**config.mk**
```make
export PLATFORM = sky130hd
export DESIGN_NAME = pmm_core
export DESIGN_NICKNAME = d
export VERILOG_FILES = /design/src/pmm_pkg.sv /design/src/pmm_core.sv /design/src/pmm_stack.sv
export SDC_FILE = /design/constraint.sdc
export NUM_CORES = 1
export LEC_CHECK = 0
export BUFFER_PORTS_ARGS = -buffer_cell sky130_fd_sc_hd__buf_2
export CORE_UTILIZATION = 52
export CTS_BUF_LIST = sky130_fd_sc_hd__clkbuf_16
export DETAILED_ROUTE_END_ITERATION = 6
export GPL_TIMING_DRIVEN = 0
export HOLD_SLACK_MARGIN = 0.02
export MAX_ROUTING_LAYER = met4
export PLACE_DENSITY = 0.7
export SKIP_CTS_REPAIR_TIMING = 1
export SLEW_MARGIN = 15
export SYNTH_ARGS = -nofsm -noshare
export SYNTH_HDL_FRONTEND = slang
export SYNTH_SLANG_ARGS = --single-unit
```
**constraint.sdc**
```tcl
create_clock -name mclk -period 5.09 [get_ports mclk]
set_input_delay 0.2545 -clock mclk [delete_from_list [all_inputs] [get_ports mclk]]
set_output_delay 0.2545 -clock mclk [all_outputs]
set_load 0.01 [all_outputs]
```
**src/pmm_pkg.sv**
```systemverilog
/*
  Package for the program memory map and configuration loader.
  Assumes a single 100 MHz clock domain and byte-wide flash reads.
*/
package pmm_pkg;
  localparam int          PMM_PC_W        = 21;
  localparam int          PMM_SP_W        = 5;
  localparam int          PMM_STACK_DEPTH = 31;
  localparam logic [20:0] PMM_RESET_VEC   = 21'h000000;
  localparam logic [20:0] PMM_HIGH_VEC    = 21'h000008;
  localparam logic [20:0] PMM_LOW_VEC     = 21'h000018;
  localparam logic [20:0] PMM_TOP_64K     = 21'h010000;
  localparam logic [20:0] PMM_TOP_96K     = 21'h018000;
  localparam logic [20:0] PMM_TOP_128K    = 21'h020000;
  localparam logic [20:0] PMM_CFG_BYTES   = 21'h000008;
  localparam logic [2:0]  PMM_CFG_USED    = 3'h5;
  localparam logic [1:0]  PMM_SIZE_64K    = 2'h0;
  localparam logic [1:0]  PMM_SIZE_96K    = 2'h1;
  localparam logic [1:0]  PMM_SIZE_128K   = 2'h2;
  localparam logic [15:0] PMM_CFG_RESET   = 16'hffff;
  localparam logic [4:0]  PMM_SP_RESET    = 5'h00;

  typedef enum logic [1:0] {PMM_LOAD_REQ, PMM_LOAD_WAIT, PMM_RUN} pmm_state_t;
endpackage : pmm_pkg

```
**src/pmm_core.sv**
```systemverilog
/*
  Program memory map: PC, vectors, top-of-flash decode, zero fill,
  configuration load from the top of flash and interrupt wake entry.
  Assumes the flash answers a byte read with flash_valid some cycles
  after flash_req; the data bus is a separate port set (not here).
*/
// Notes on behaviour
// - Program counter is 21 bits, 2 Mbyte space
// - Reads above implemented flash return zeros
// - Program bus separate from data bus
// - Flash size 64, 96 or 128 Kbytes
// - Every reset sends PC to zero
// - High vector 0x0008, low vector 0x0018
// - Top four words hold configuration
// - Reset copies configuration words into registers
// - Configuration bytes ascend, low byte first
// - Fourth word reserved, never loaded
// - Interrupt wake pushes PC, advances pointer up to 31, where it holds
// - Interrupt wake loads matching vector
// - Wake leaves other register contents unchanged
// - Stack: 31 entries, 21 bits, 5-bit pointer
`timescale 1ns/10ps
module pmm_core
  import pmm_pkg::*;
(
  input  wire logic                mclk,
  input  wire logic                sys_rst,
  input  wire logic [1:0]          flash_size,
  // Fetch side
  input  wire logic                fetch_req,
  input  wire logic [PMM_PC_W-1:0] fetch_addr,
  output logic                     fetch_valid,
  output logic [7:0]               fetch_data,
  input  wire logic                pc_load,
  input  wire logic [PMM_PC_W-1:0] pc_load_value,
  input  wire logic                pc_step,
  input  wire logic                stack_pop,
  // Interrupt wake
  input  wire logic                wake_irq,
  input  wire logic                wake_irq_high,
  input  wire logic                global_irq_enable_high,
  input  wire logic                global_irq_enable_low,
  // Flash array side
  output logic                     flash_req,
  output logic [PMM_PC_W-1:0]      flash_addr,
  input  wire logic                flash_valid,
  input  wire logic [7:0]          flash_data,
  // Results
  output logic [PMM_PC_W-1:0]      pc,
  output logic                     core_run,
  output logic [15:0]              setup_word_one,
  output logic [15:0]              setup_word_two,
  output logic [15:0]              setup_word_three,
  output logic [PMM_SP_W-1:0]      return_stack_pointer,
  output logic [7:0]               stack_top_upper,
  output logic [7:0]               stack_top_high,
  output logic [7:0]               stack_top_low
);
  function automatic logic [PMM_PC_W-1:0] top_of_flash(input logic [1:0] sz);
    case (sz)
      PMM_SIZE_96K:  top_of_flash = PMM_TOP_96K;
      PMM_SIZE_128K: top_of_flash = PMM_TOP_128K;
      default:       top_of_flash = PMM_TOP_64K;
    endcase
  endfunction : top_of_flash

  pmm_state_t          state;
  logic [2:0]          cfg_idx;
  logic [1:0]          size_lat;
  logic [PMM_PC_W-1:0] mem_top;
  logic                fetch_pend;
  logic                fetch_zero;
  logic                wake_enter;
  logic [PMM_PC_W-1:0] tos;

  assign mem_top    = top_of_flash(size_lat);
  assign core_run   = (state == PMM_RUN);
  assign wake_enter = core_run && wake_irq && (global_irq_enable_high || global_irq_enable_low);
  assign stack_top_upper = {3'h0, tos[20:16]};
  assign stack_top_high  = tos[15:8];
  assign stack_top_low   = tos[7:0];

  // Size sampled once after reset so decode cannot shift mid-run
  always_ff @(posedge mclk or posedge sys_rst) begin
    if (sys_rst) begin
      size_lat <= PMM_SIZE_64K;
    end else if (state == PMM_LOAD_REQ && cfg_idx == 3'h0) begin
      size_lat <= flash_size;
    end
  end

  // Loader: bytes in ascending address order, reserved word skipped
  always_ff @(posedge mclk or posedge sys_rst) begin
    if (sys_rst) begin
      state   <= PMM_LOAD_REQ;
      cfg_idx <= 3'h0;
    end else begin
      case (state)
        PMM_LOAD_REQ:  state <= PMM_LOAD_WAIT;
        PMM_LOAD_WAIT: begin
          if (flash_valid) begin
            cfg_idx <= cfg_idx + 3'h1;
            state   <= (cfg_idx == PMM_CFG_USED) ? PMM_RUN : PMM_LOAD_REQ;
          end
        end
        PMM_RUN:       state <= PMM_RUN;
        default:       state <= PMM_LOAD_REQ;
      endcase
    end
  end

  always_ff @(posedge mclk or posedge sys_rst) begin
    if (sys_rst) begin
      setup_word_one   <= PMM_CFG_RESET;
      setup_word_two   <= PMM_CFG_RESET;
      setup_word_three <= PMM_CFG_RESET;
    end else if (state == PMM_LOAD_WAIT && flash_valid) begin
      case (cfg_idx)
        3'h0:    setup_word_one[7:0]    <= flash_data;
        3'h1:    setup_word_one[15:8]   <= flash_data;
        3'h2:    setup_word_two[7:0]    <= flash_data;
        3'h3:    setup_word_two[15:8]   <= flash_data;
        3'h4:    setup_word_three[7:0]  <= flash_data;
        default: setup_word_three[15:8] <= flash_data;
      endcase
    end
  end

  // Flash request: config reads while loading, fetches once running
  always_ff @(posedge mclk or posedge sys_rst) begin
    if (sys_rst) begin
      flash_req  <= 1'b0;
      flash_addr <= '0;
    end else if (state == PMM_LOAD_REQ) begin
      flash_req  <= 1'b1;
      flash_addr <= top_of_flash(cfg_idx == 3'h0 ? flash_size : size_lat)
                    - PMM_CFG_BYTES + {18'h0, cfg_idx};
    end else if (core_run && fetch_req && !fetch_pend && fetch_addr < mem_top) begin
      flash_req  <= 1'b1;
      flash_addr <= fetch_addr;
    end else begin
      flash_req  <= 1'b0;
    end
  end

  // A fetch above the top never reaches flash; the zero byte is made here
  always_ff @(posedge mclk or posedge sys_rst) begin
    if (sys_rst) begin
      fetch_pend  <= 1'b0;
      fetch_zero  <= 1'b0;
      fetch_valid <= 1'b0;
      fetch_data  <= 8'h00;
    end else begin
      fetch_valid <= 1'b0;
      fetch_zero  <= 1'b0;
      if (core_run && fetch_req && !fetch_pend) begin
        fetch_pend <= 1'b1;
        fetch_zero <= (fetch_addr >= mem_top);
      end else if (fetch_pend && fetch_zero) begin
        fetch_pend  <= 1'b0;
        fetch_valid <= 1'b1;
        fetch_data  <= 8'h00;
      end else if (fetch_pend && flash_valid) begin
        fetch_pend  <= 1'b0;
        fetch_valid <= 1'b1;
        fetch_data  <= flash_data;
      end
    end
  end

  // PC: wake entry beats load, which beats step; other registers hold
  always_ff @(posedge mclk or posedge sys_rst) begin
    if (sys_rst) begin
      pc <= PMM_RESET_VEC;
    end else if (!core_run) begin
      pc <= PMM_RESET_VEC;
    end else if (wake_enter) begin
      pc <= wake_irq_high ? PMM_HIGH_VEC : PMM_LOW_VEC;
    end else if (pc_load) begin
      pc <= {pc_load_value[PMM_PC_W-1:1], 1'b0};
    end else if (pc_step) begin
      pc <= pc + 21'h000002;
    end
  end

  // Wake wins over pop, so one edge never both pushes and pops
  pmm_stack #(.DEPTH(PMM_STACK_DEPTH)) u_stack (
    .mclk                 (mclk),
    .sys_rst              (sys_rst),
    .push                 (wake_enter),
    .pop                  (stack_pop && !wake_enter),
    .push_data            (pc),
    .return_stack_pointer (return_stack_pointer),
    .stack_top            (tos)
  );
endmodule : pmm_core

```
**src/pmm_stack.sv**
```systemverilog
/*
  Return address store: 31 entries of 21 bits, 5-bit pointer.
  Assumes push and pop are never asserted together.
*/
`timescale 1ns/10ps
module pmm_stack
  import pmm_pkg::*;
#(
  parameter int DEPTH = PMM_STACK_DEPTH
) (
  input  wire logic                mclk,
  input  wire logic                sys_rst,
  input  wire logic                push,
  input  wire logic                pop,
  input  wire logic [PMM_PC_W-1:0] push_data,
  output logic      [PMM_SP_W-1:0] return_stack_pointer,
  output logic      [PMM_PC_W-1:0] stack_top
);
  // Entry 0 is never written, so a pointer of zero means empty
  logic [PMM_PC_W-1:0] mem [1:DEPTH];

  always_ff @(posedge mclk or posedge sys_rst) begin
    if (sys_rst) begin
      return_stack_pointer <= PMM_SP_RESET;
    end else if (push && return_stack_pointer < PMM_SP_W'(DEPTH)) begin
      return_stack_pointer <= return_stack_pointer + 5'h01;
    end else if (pop && return_stack_pointer != 5'h00) begin
      return_stack_pointer <= return_stack_pointer - 5'h01;
    end
  end

  always_ff @(posedge mclk) begin
    if (!sys_rst && push && return_stack_pointer < PMM_SP_W'(DEPTH)) begin
      mem[return_stack_pointer + 5'h01] <= push_data;
    end
  end

  always_ff @(posedge mclk or posedge sys_rst) begin
    if (sys_rst) begin
      stack_top <= '0;
    end else if (push) begin
      stack_top <= push_data;
    end else if (pop && return_stack_pointer > 5'h01) begin
      stack_top <= mem[return_stack_pointer - 5'h01];
    end else if (pop) begin
      stack_top <= '0;
    end
  end
endmodule : pmm_stack

```
# After elaboration in Yosys (flattened, before gate mapping)
# Memories as Yosys holds them, arrays and structs flattened.
# Cells that the tools add are included.
[totals] reg_bits=135 ram_bits=651 in_bits=63 output_inout_bits=130 word_cells=112 memories=1
[classes] addsub=6 order_cmp=4 eq_ne=13 n_mux=32 bitwise=2 n_reduce_logical=36
[mem_list] memory="u_stack.mem" depth=31 width=21 rd=1 rd_ports_with_merged_regs=0 wr=1 line_no="pmm_stack.sv:20" source="logic [PMM_PC_W-1:0] mem [1:DEPTH];"
[ops] op="21-bit 2-to-1 mux" count=10
[ops] op="18-bit case mux with 2 select lines" count=2
[ops] op="21-bit by 2-bit adder with 21-bit output (second input constant)" count=1
[ops] op="21-bit by 3-bit adder with 21-bit output" count=1
[ops] op="21-bit >= comparator" count=1
[ops] op="21-bit < comparator" count=1
[ops] op="21-bit by 4-bit subtractor with 21-bit output (second input constant)" count=1
[ops] op="8-bit 2-to-1 mux" count=2
[ops] op="2-bit AND reduction" count=8
[ops] op="1-bit logical AND" count=15
[ops] op="5-bit 2-to-1 mux" count=3
[ops] op="1-bit 2-to-1 mux" count=11
[ops] op="2-bit by 1-bit equality test with 1-bit output (second input constant)" count=3
[ops] op="2-bit equality test (second input constant)" count=3
[ops] op="3-bit by 2-bit equality test with 1-bit output (second input constant)" count=2
[ops] op="3-bit equality test (second input constant)" count=2
[ops] op="2-bit 2-to-1 mux" count=3
[ops] op="2-bit case mux with 3 select lines" count=1
[ops] op="2-bit nonzero test" count=3
[ops] op="3-bit nonzero test" count=2
[ops] op="5-bit by 1-bit adder with 5-bit output (second input constant)" count=1
[ops] op="5-bit by 1-bit greater-than comparator with 1-bit output (second input constant)" count=1
[ops] op="5-bit < comparator (second input constant)" count=1
[ops] op="5-bit nonzero test" count=1
[ops] op="other kinds (11)" count=14

# Logic depth before layout (Yosys ltp)
[depth] depth_word=8 ltp_mapped=13 depth_no_buf=8

# Hierarchy
# Synthesis repeated with hierarchy kept, for this count alone.
[unflattened] cells_unflattened=1772 area_unflattened_um2=31677.9
[by_module_without_submodules] mod="pmm_stack" n_inst=1 cells_per_inst=1353 area_per_inst_um2=26709.4 seq_area_each_um2=20199.4
[by_module_without_submodules] mod="pmm_core" n_inst=1 cells_per_inst=419 area_per_inst_um2=4968.5 seq_area_each_um2=2762.6

# Least setup slack after synthesis
# No wires, ideal clock.
[synth_timing] path_type="register -> register" startpoint="register u_stack.return_stack_pointer[0]" endpoint="register u_stack.stack_top[1]" setup_time_ns=0.126 arrival_ns=3.131 required_ns=4.964 path_slack_ns=1.833 stages_incl_launch_ff=13 path_buffers=7 period_less_slack_ns=3.257 path_cell_list="dfrtp_1 > buf_6 > buf_6 > buf_6 > buf_6 > inv_1 > ha_1 > buf_2 > clkbuf_1 > clkbuf_1 > mux4_2 > mux2_2 > a221o_1"
[synth_via] elab_chain_cells=4 word_cells_on_any_way=7 cone_classes="1 x add/sub; 1 x order compare; 2 x mux; 2 x reduce/logical; 1 x memory"
[synth_lines] element="from (decl)" line_no="pmm_stack.sv:16" source="output logic [PMM_SP_W-1:0] return_stack_pointer,"
[synth_lines] element="from (signal assigned)" line_no="pmm_stack.sv:26" source="return_stack_pointer <= return_stack_pointer + 5'h01;"
[synth_lines] element="from (signal assigned)" line_no="pmm_stack.sv:28" source="return_stack_pointer <= return_stack_pointer - 5'h01;"
[synth_lines] element="5-bit by 1-bit subtractor with 5-bit output or 5-bit by 1-bit greater-than comparator with 1-bit output (tied branches)" line_no="pmm_stack.sv:44, pmm_stack.sv:43"
[synth_lines] element="memory 31 x 21 bit or 1-bit logical AND (tied branches)"
[synth_lines] element="21-bit 2-to-1 mux" line_no="pmm_stack.sv:43" source="end else if (pop && return_stack_pointer > 5'h01) begin"
[synth_lines] element="21-bit 2-to-1 mux" line_no="pmm_stack.sv:41" source="end else if (push) begin"
[synth_lines] element="to (signal assigned)" line_no="pmm_stack.sv:42" source="stack_top <= push_data;"
[synth_lines] element="to (signal assigned)" line_no="pmm_stack.sv:44" source="stack_top <= mem[return_stack_pointer - 5'h01];"
[synth_lines] element="to (decl)" line_no="pmm_stack.sv:17" source="output logic [PMM_PC_W-1:0] stack_top"
# Several ways; a longest one is shown, not always the timed one.
# A chain may end at the register's enable or synchronous reset.

# Final worst setup path
[layout_timing] startpoint="register u_stack.return_stack_pointer[0]" endpoint="register u_stack.stack_top[7]"
# The elaborated chain is that of the path after synthesis.

==> metrics.md <==
| Metric | Value |
|---|---|
| CORE AREA | `just under 0.06 mm²` |
| Number of distinct library cells after synthesis | `56` |
| CP Capture Type | `register` |
| Crit Path Class | `reg -> reg` |
| Slew margin rel. | `27.2%` |
| Tot GR Track Use | `around 26%` |
| Peak supply drop | `roughly 0.30 mV` |
| Die footprint | `roughly 0.059 mm²` |
| DP HPWL | `between 40000 and 50000 µm` |
| Placed insts | `between 2000 and 3000` |
| Max Root-Sink Buffers | `3` |
| CTS Sinks | `roughly 750` |
| Setup_tns | `0 ns` |
| Required @ worst endpoint | `about 5.6 ns` |
| Mapped Cells | `~1600` |
| Global placer's final weighted congestion | `just over 0.9` |
| First-pass GRT wire length | `107000 µm` |
| Commonest non-fill, non-tap cells in the layout | `620 x edfxtp_1, 199 x buf_2, 141 x mux4_2` |
| Largest net degree at the start of global routing | `92` |
| Hold Fails Final Rpt | `1` |
| Area growth syn-to-layout | `17.6%` |
| Max H-tree Level | `3` |
| Unrepaired setup endpoints after global routing | `false` |
| Vias per Instance | `6.02` |
| Yosys synthesis warning count | `0` |
| I/O Buffers | `roughly 190` |
| Commonest non-fill, non-tap cell in the layout | `edfxtp_1` |
| Worst Hold Class | `in -> reg` |
| DR vias | `16800` |
| Crit-path max FO | `10` |
| Residual DRC | `0` |
| Minimum clock period | `about 5 ns` |
| Total clock buffers created by CTS | `between 70 and 80` |
| CTS Root Cell | `clkbuf_16` |
| Grt total ovfl | `0` |
| Number of synthesized register bits | `approximately 750` |
| Async S/R FF share, synth | `around 18%` |
| Final WS setup | `0.164 ns` |
| Final Non-Filler Cells | `2795` |
| Die X-Extent | `about 240 µm` |
| Final core occ | `approximately three fifths` |
| Crit start category | `register` |
| Worst hold slack | `-0.0142 ns` |
| Crit path from | `u_stack.return_stack_pointer[0]$_DFFE_PP0P_` |
| TritonCTS clock tree | `done` |
| Fin. max-slew vios | `0` |
| Pwr dens | `515 mW/mm²` |
| Final antenna-violating net count | `0` |
| Fmax | `approximately 200 MHz` |
| Arr. time, crit path | `approximately 5.4 ns` |
| Failing checks | `hold timing` |
| Drt total wl | `about 73000 µm` |
| Tightest Pin Transition | `1.09 ns` |
| Row count | `around 90` |
| I/O pin total | `193` |
| First-pass iteration count of the detailed router | `6` |
| Worst reg2reg startpoint | `u_stack.return_stack_pointer[0]$_DFFE_PP0P_` |
| Initial antenna violation count | `3` |
| Initial Util | `52.5%` |
| Final worst path period share | `96.8%` |
| Wire length per cell | `about 26 µm` |
| Pre-CTS setup slack | `0.276 ns` |
| Chip height | `about 240 µm` |
| Vias in the first global route | `around 17000` |
| Syn_area_per_cell | `around 19 µm²` |
| Netlist Area Pre-Place | `~0.03 mm²` |
| Iteration-0 DRC Markers | `about 1700` |
| Nets | `2044` |
| Setup violations, final | `0` |
| Fillcell total | `~4100` |
| Clock skew | `slightly above 0.03 ns` |
| Post-synthesis sequential area ratio | `72.7%` |
| Post-synth top flop | `edfxtp_1` |
| Skew-Pair Late Insertion Delay | `roughly 0.63 ns` |
| Pleak | `about 14 nW` |
| Outcome | `complete, but fails checks` |
| Hold Startpoint | `fetch_addr[16]` |
| EDFF count, synth | `620` |
| Reg clk slew, reported paths | `0.06 ns` |
| Fraction of layout instances using a drive strength above 1 | `between 30% and 40%` |
| Max_cap viols | `0` |
==> synth_stat cells (3+ instances only) <==
cell type | count | area share [%]
buf_1 | 4 | 0.050
o21ai_0 | 48 | 0.79
nand2b_1 | 10 | 0.21
or4_1 | 4 | 0.099
buf_6 | 18 | 0.67
nand2_1 | 60 | 0.74
and3_1 | 5 | 0.10
buf_4 | 5 | 0.12
inv_1 | 14 | 0.17
nor4_1 | 7 | 0.14
clkbuf_1 | 49 | 0.61
nand4_1 | 7 | 0.14
nor3_1 | 9 | 0.15
edfxtp_1 | 620 | 61
a21oi_1 | 50 | 0.83
a31oi_1 | 4 | 0.083
xnor2_1 | 18 | 0.52
nor3b_1 | 24 | 0.59
o22ai_1 | 3 | 0.062
nor2_1 | 86 | 1.1
nand3_1 | 15 | 0.25
nor2b_1 | 22 | 0.45
buf_2 | 13 | 0.21
o21ba_2 | 4 | 0.13
a211oi_1 | 23 | 0.57
mux2_4 | 14 | 0.69
dfstp_2 | 48 | 4.2
mux2i_1 | 48 | 1.6
dfrtp_1 | 86 | 7.1
a221o_1 | 40 | 1.3
xor2_1 | 10 | 0.29
ha_1 | 16 | 0.66
mux4_2 | 141 | 10
mux2_2 | 77 | 2.9
==> metrics by stage <==
step	power, W	hold WS [ns]	cell area, µm²
5_1_grt	0.0190	0.0301	35600
6_report	0.0183	-0.0142	35600
4_1_cts	0.0184	-0.336	35100
3_3_place_gp	0.0130	0.456	32200
3_5_place_dp	0.0131	0.336	32800
2_1_floorplan	0.0111	0.345	30300
==> flip-flops by register name, indices dropped and copies added (netlist names) <==
register / flops
cfg_idx: 3
fetch_data: 8
fetch_pend: 1
fetch_valid: 1
fetch_zero: 1
flash_addr: 21
flash_req: 1
pc: 20
setup_word_one: 16
setup_word_three: 16
setup_word_two: 16
size_lat: 2
state: 2
u_stack.mem: 620
u_stack.return_stack_pointer: 5
u_stack.stack_top: 21
==> per-layer routing <==
| layer | up-vias | routed length, µm | track usage [%] | part of all wire (%) |
|---|---|---|---|---|
| met1 | 8667 | 30200 | 35.2 | 41 |
| met4 | 0 | 2450 | 10.2 | 3.3 |
| met3 | 123 | 7060 | 5.54 | 9.6 |
| met2 | 862 | 33800 | 37.7 | 46 |
| li1 | 7173 | - | - | - |
| met5 | - | 0 | - | 0 |
==> critical path: stages, from the launching register on <==
cell and delay, ns:
dfrtp_1 0.46, buf_6 0.16, buf_6 0.20, buf_6 0.23, buf_6 0.24, inv_1 0.11, ha_1 0.30, buf_2 0.26
clkbuf_1 0.69, clkbuf_1 0.73, mux4_2 0.43, mux2i_1 0.29, a21oi_1 0.25, a221o_1 0.41
==> logic make-up after synthesis <==
family	Yosys count	synth area share, %
adder cells (fa/ha/maj)	16	0.661
buffers and inverters	106	1.87
AO/OA/AOI/OAI	183	4.10
XOR/XNOR	29	0.863
flip-flops	754	72.7
AND/OR/NAND/NOR	258	4.19
other	1	0.0124
multiplexers	280	15.6
==> final cells by class <==
cell class | count | area, µm² | share of cell area (%)
antenna | 2 | 5.00 | 0.0140
inverter | 17 | 68.8 | 0.193
clock buffer | 80 | 2000 | 5.62
sequential | 754 | 22100 | 61.9
multi-input combinational | 770 | 7880 | 22.1
clock inverter | 62 | 367 | 1.03
timing repair buffer | 256 | 1800 | 5.04
tap | 765 | 957 | 2.69
buffer | 89 | 504 | 1.42
==> power breakdown <==
group | internal [W] | switching (W)
Combinational | 0.00223 | 0.00339
Sequential | 0.00712 | 0.000309
Clock | 0.00300 | 0.00230
==> worst paths after layout <==
path / end / slack, ns / cells after the start
max reg2reg: u_stack.stack_top[7]$_DFFE_PP0P_ / 0.16 / 13
min in group asynchronous: u_stack.return_stack_pointer[2]$_DFFE_PP0P_ / 0.25 / 3
max: u_stack.stack_top[7]$_DFFE_PP0P_ / 0.16 / 13
min: flash_addr[16]$_DFFE_PP0P_ / -0.01 / 3
min reg2reg: fetch_data[3]$_DFFE_PP0P_ / 0.47 / 2
max in group asynchronous: setup_word_three[14]$_DFFE_PP1P_ / 3.99 / 4
Note: power is estimated with default switching activity, not from simulation.
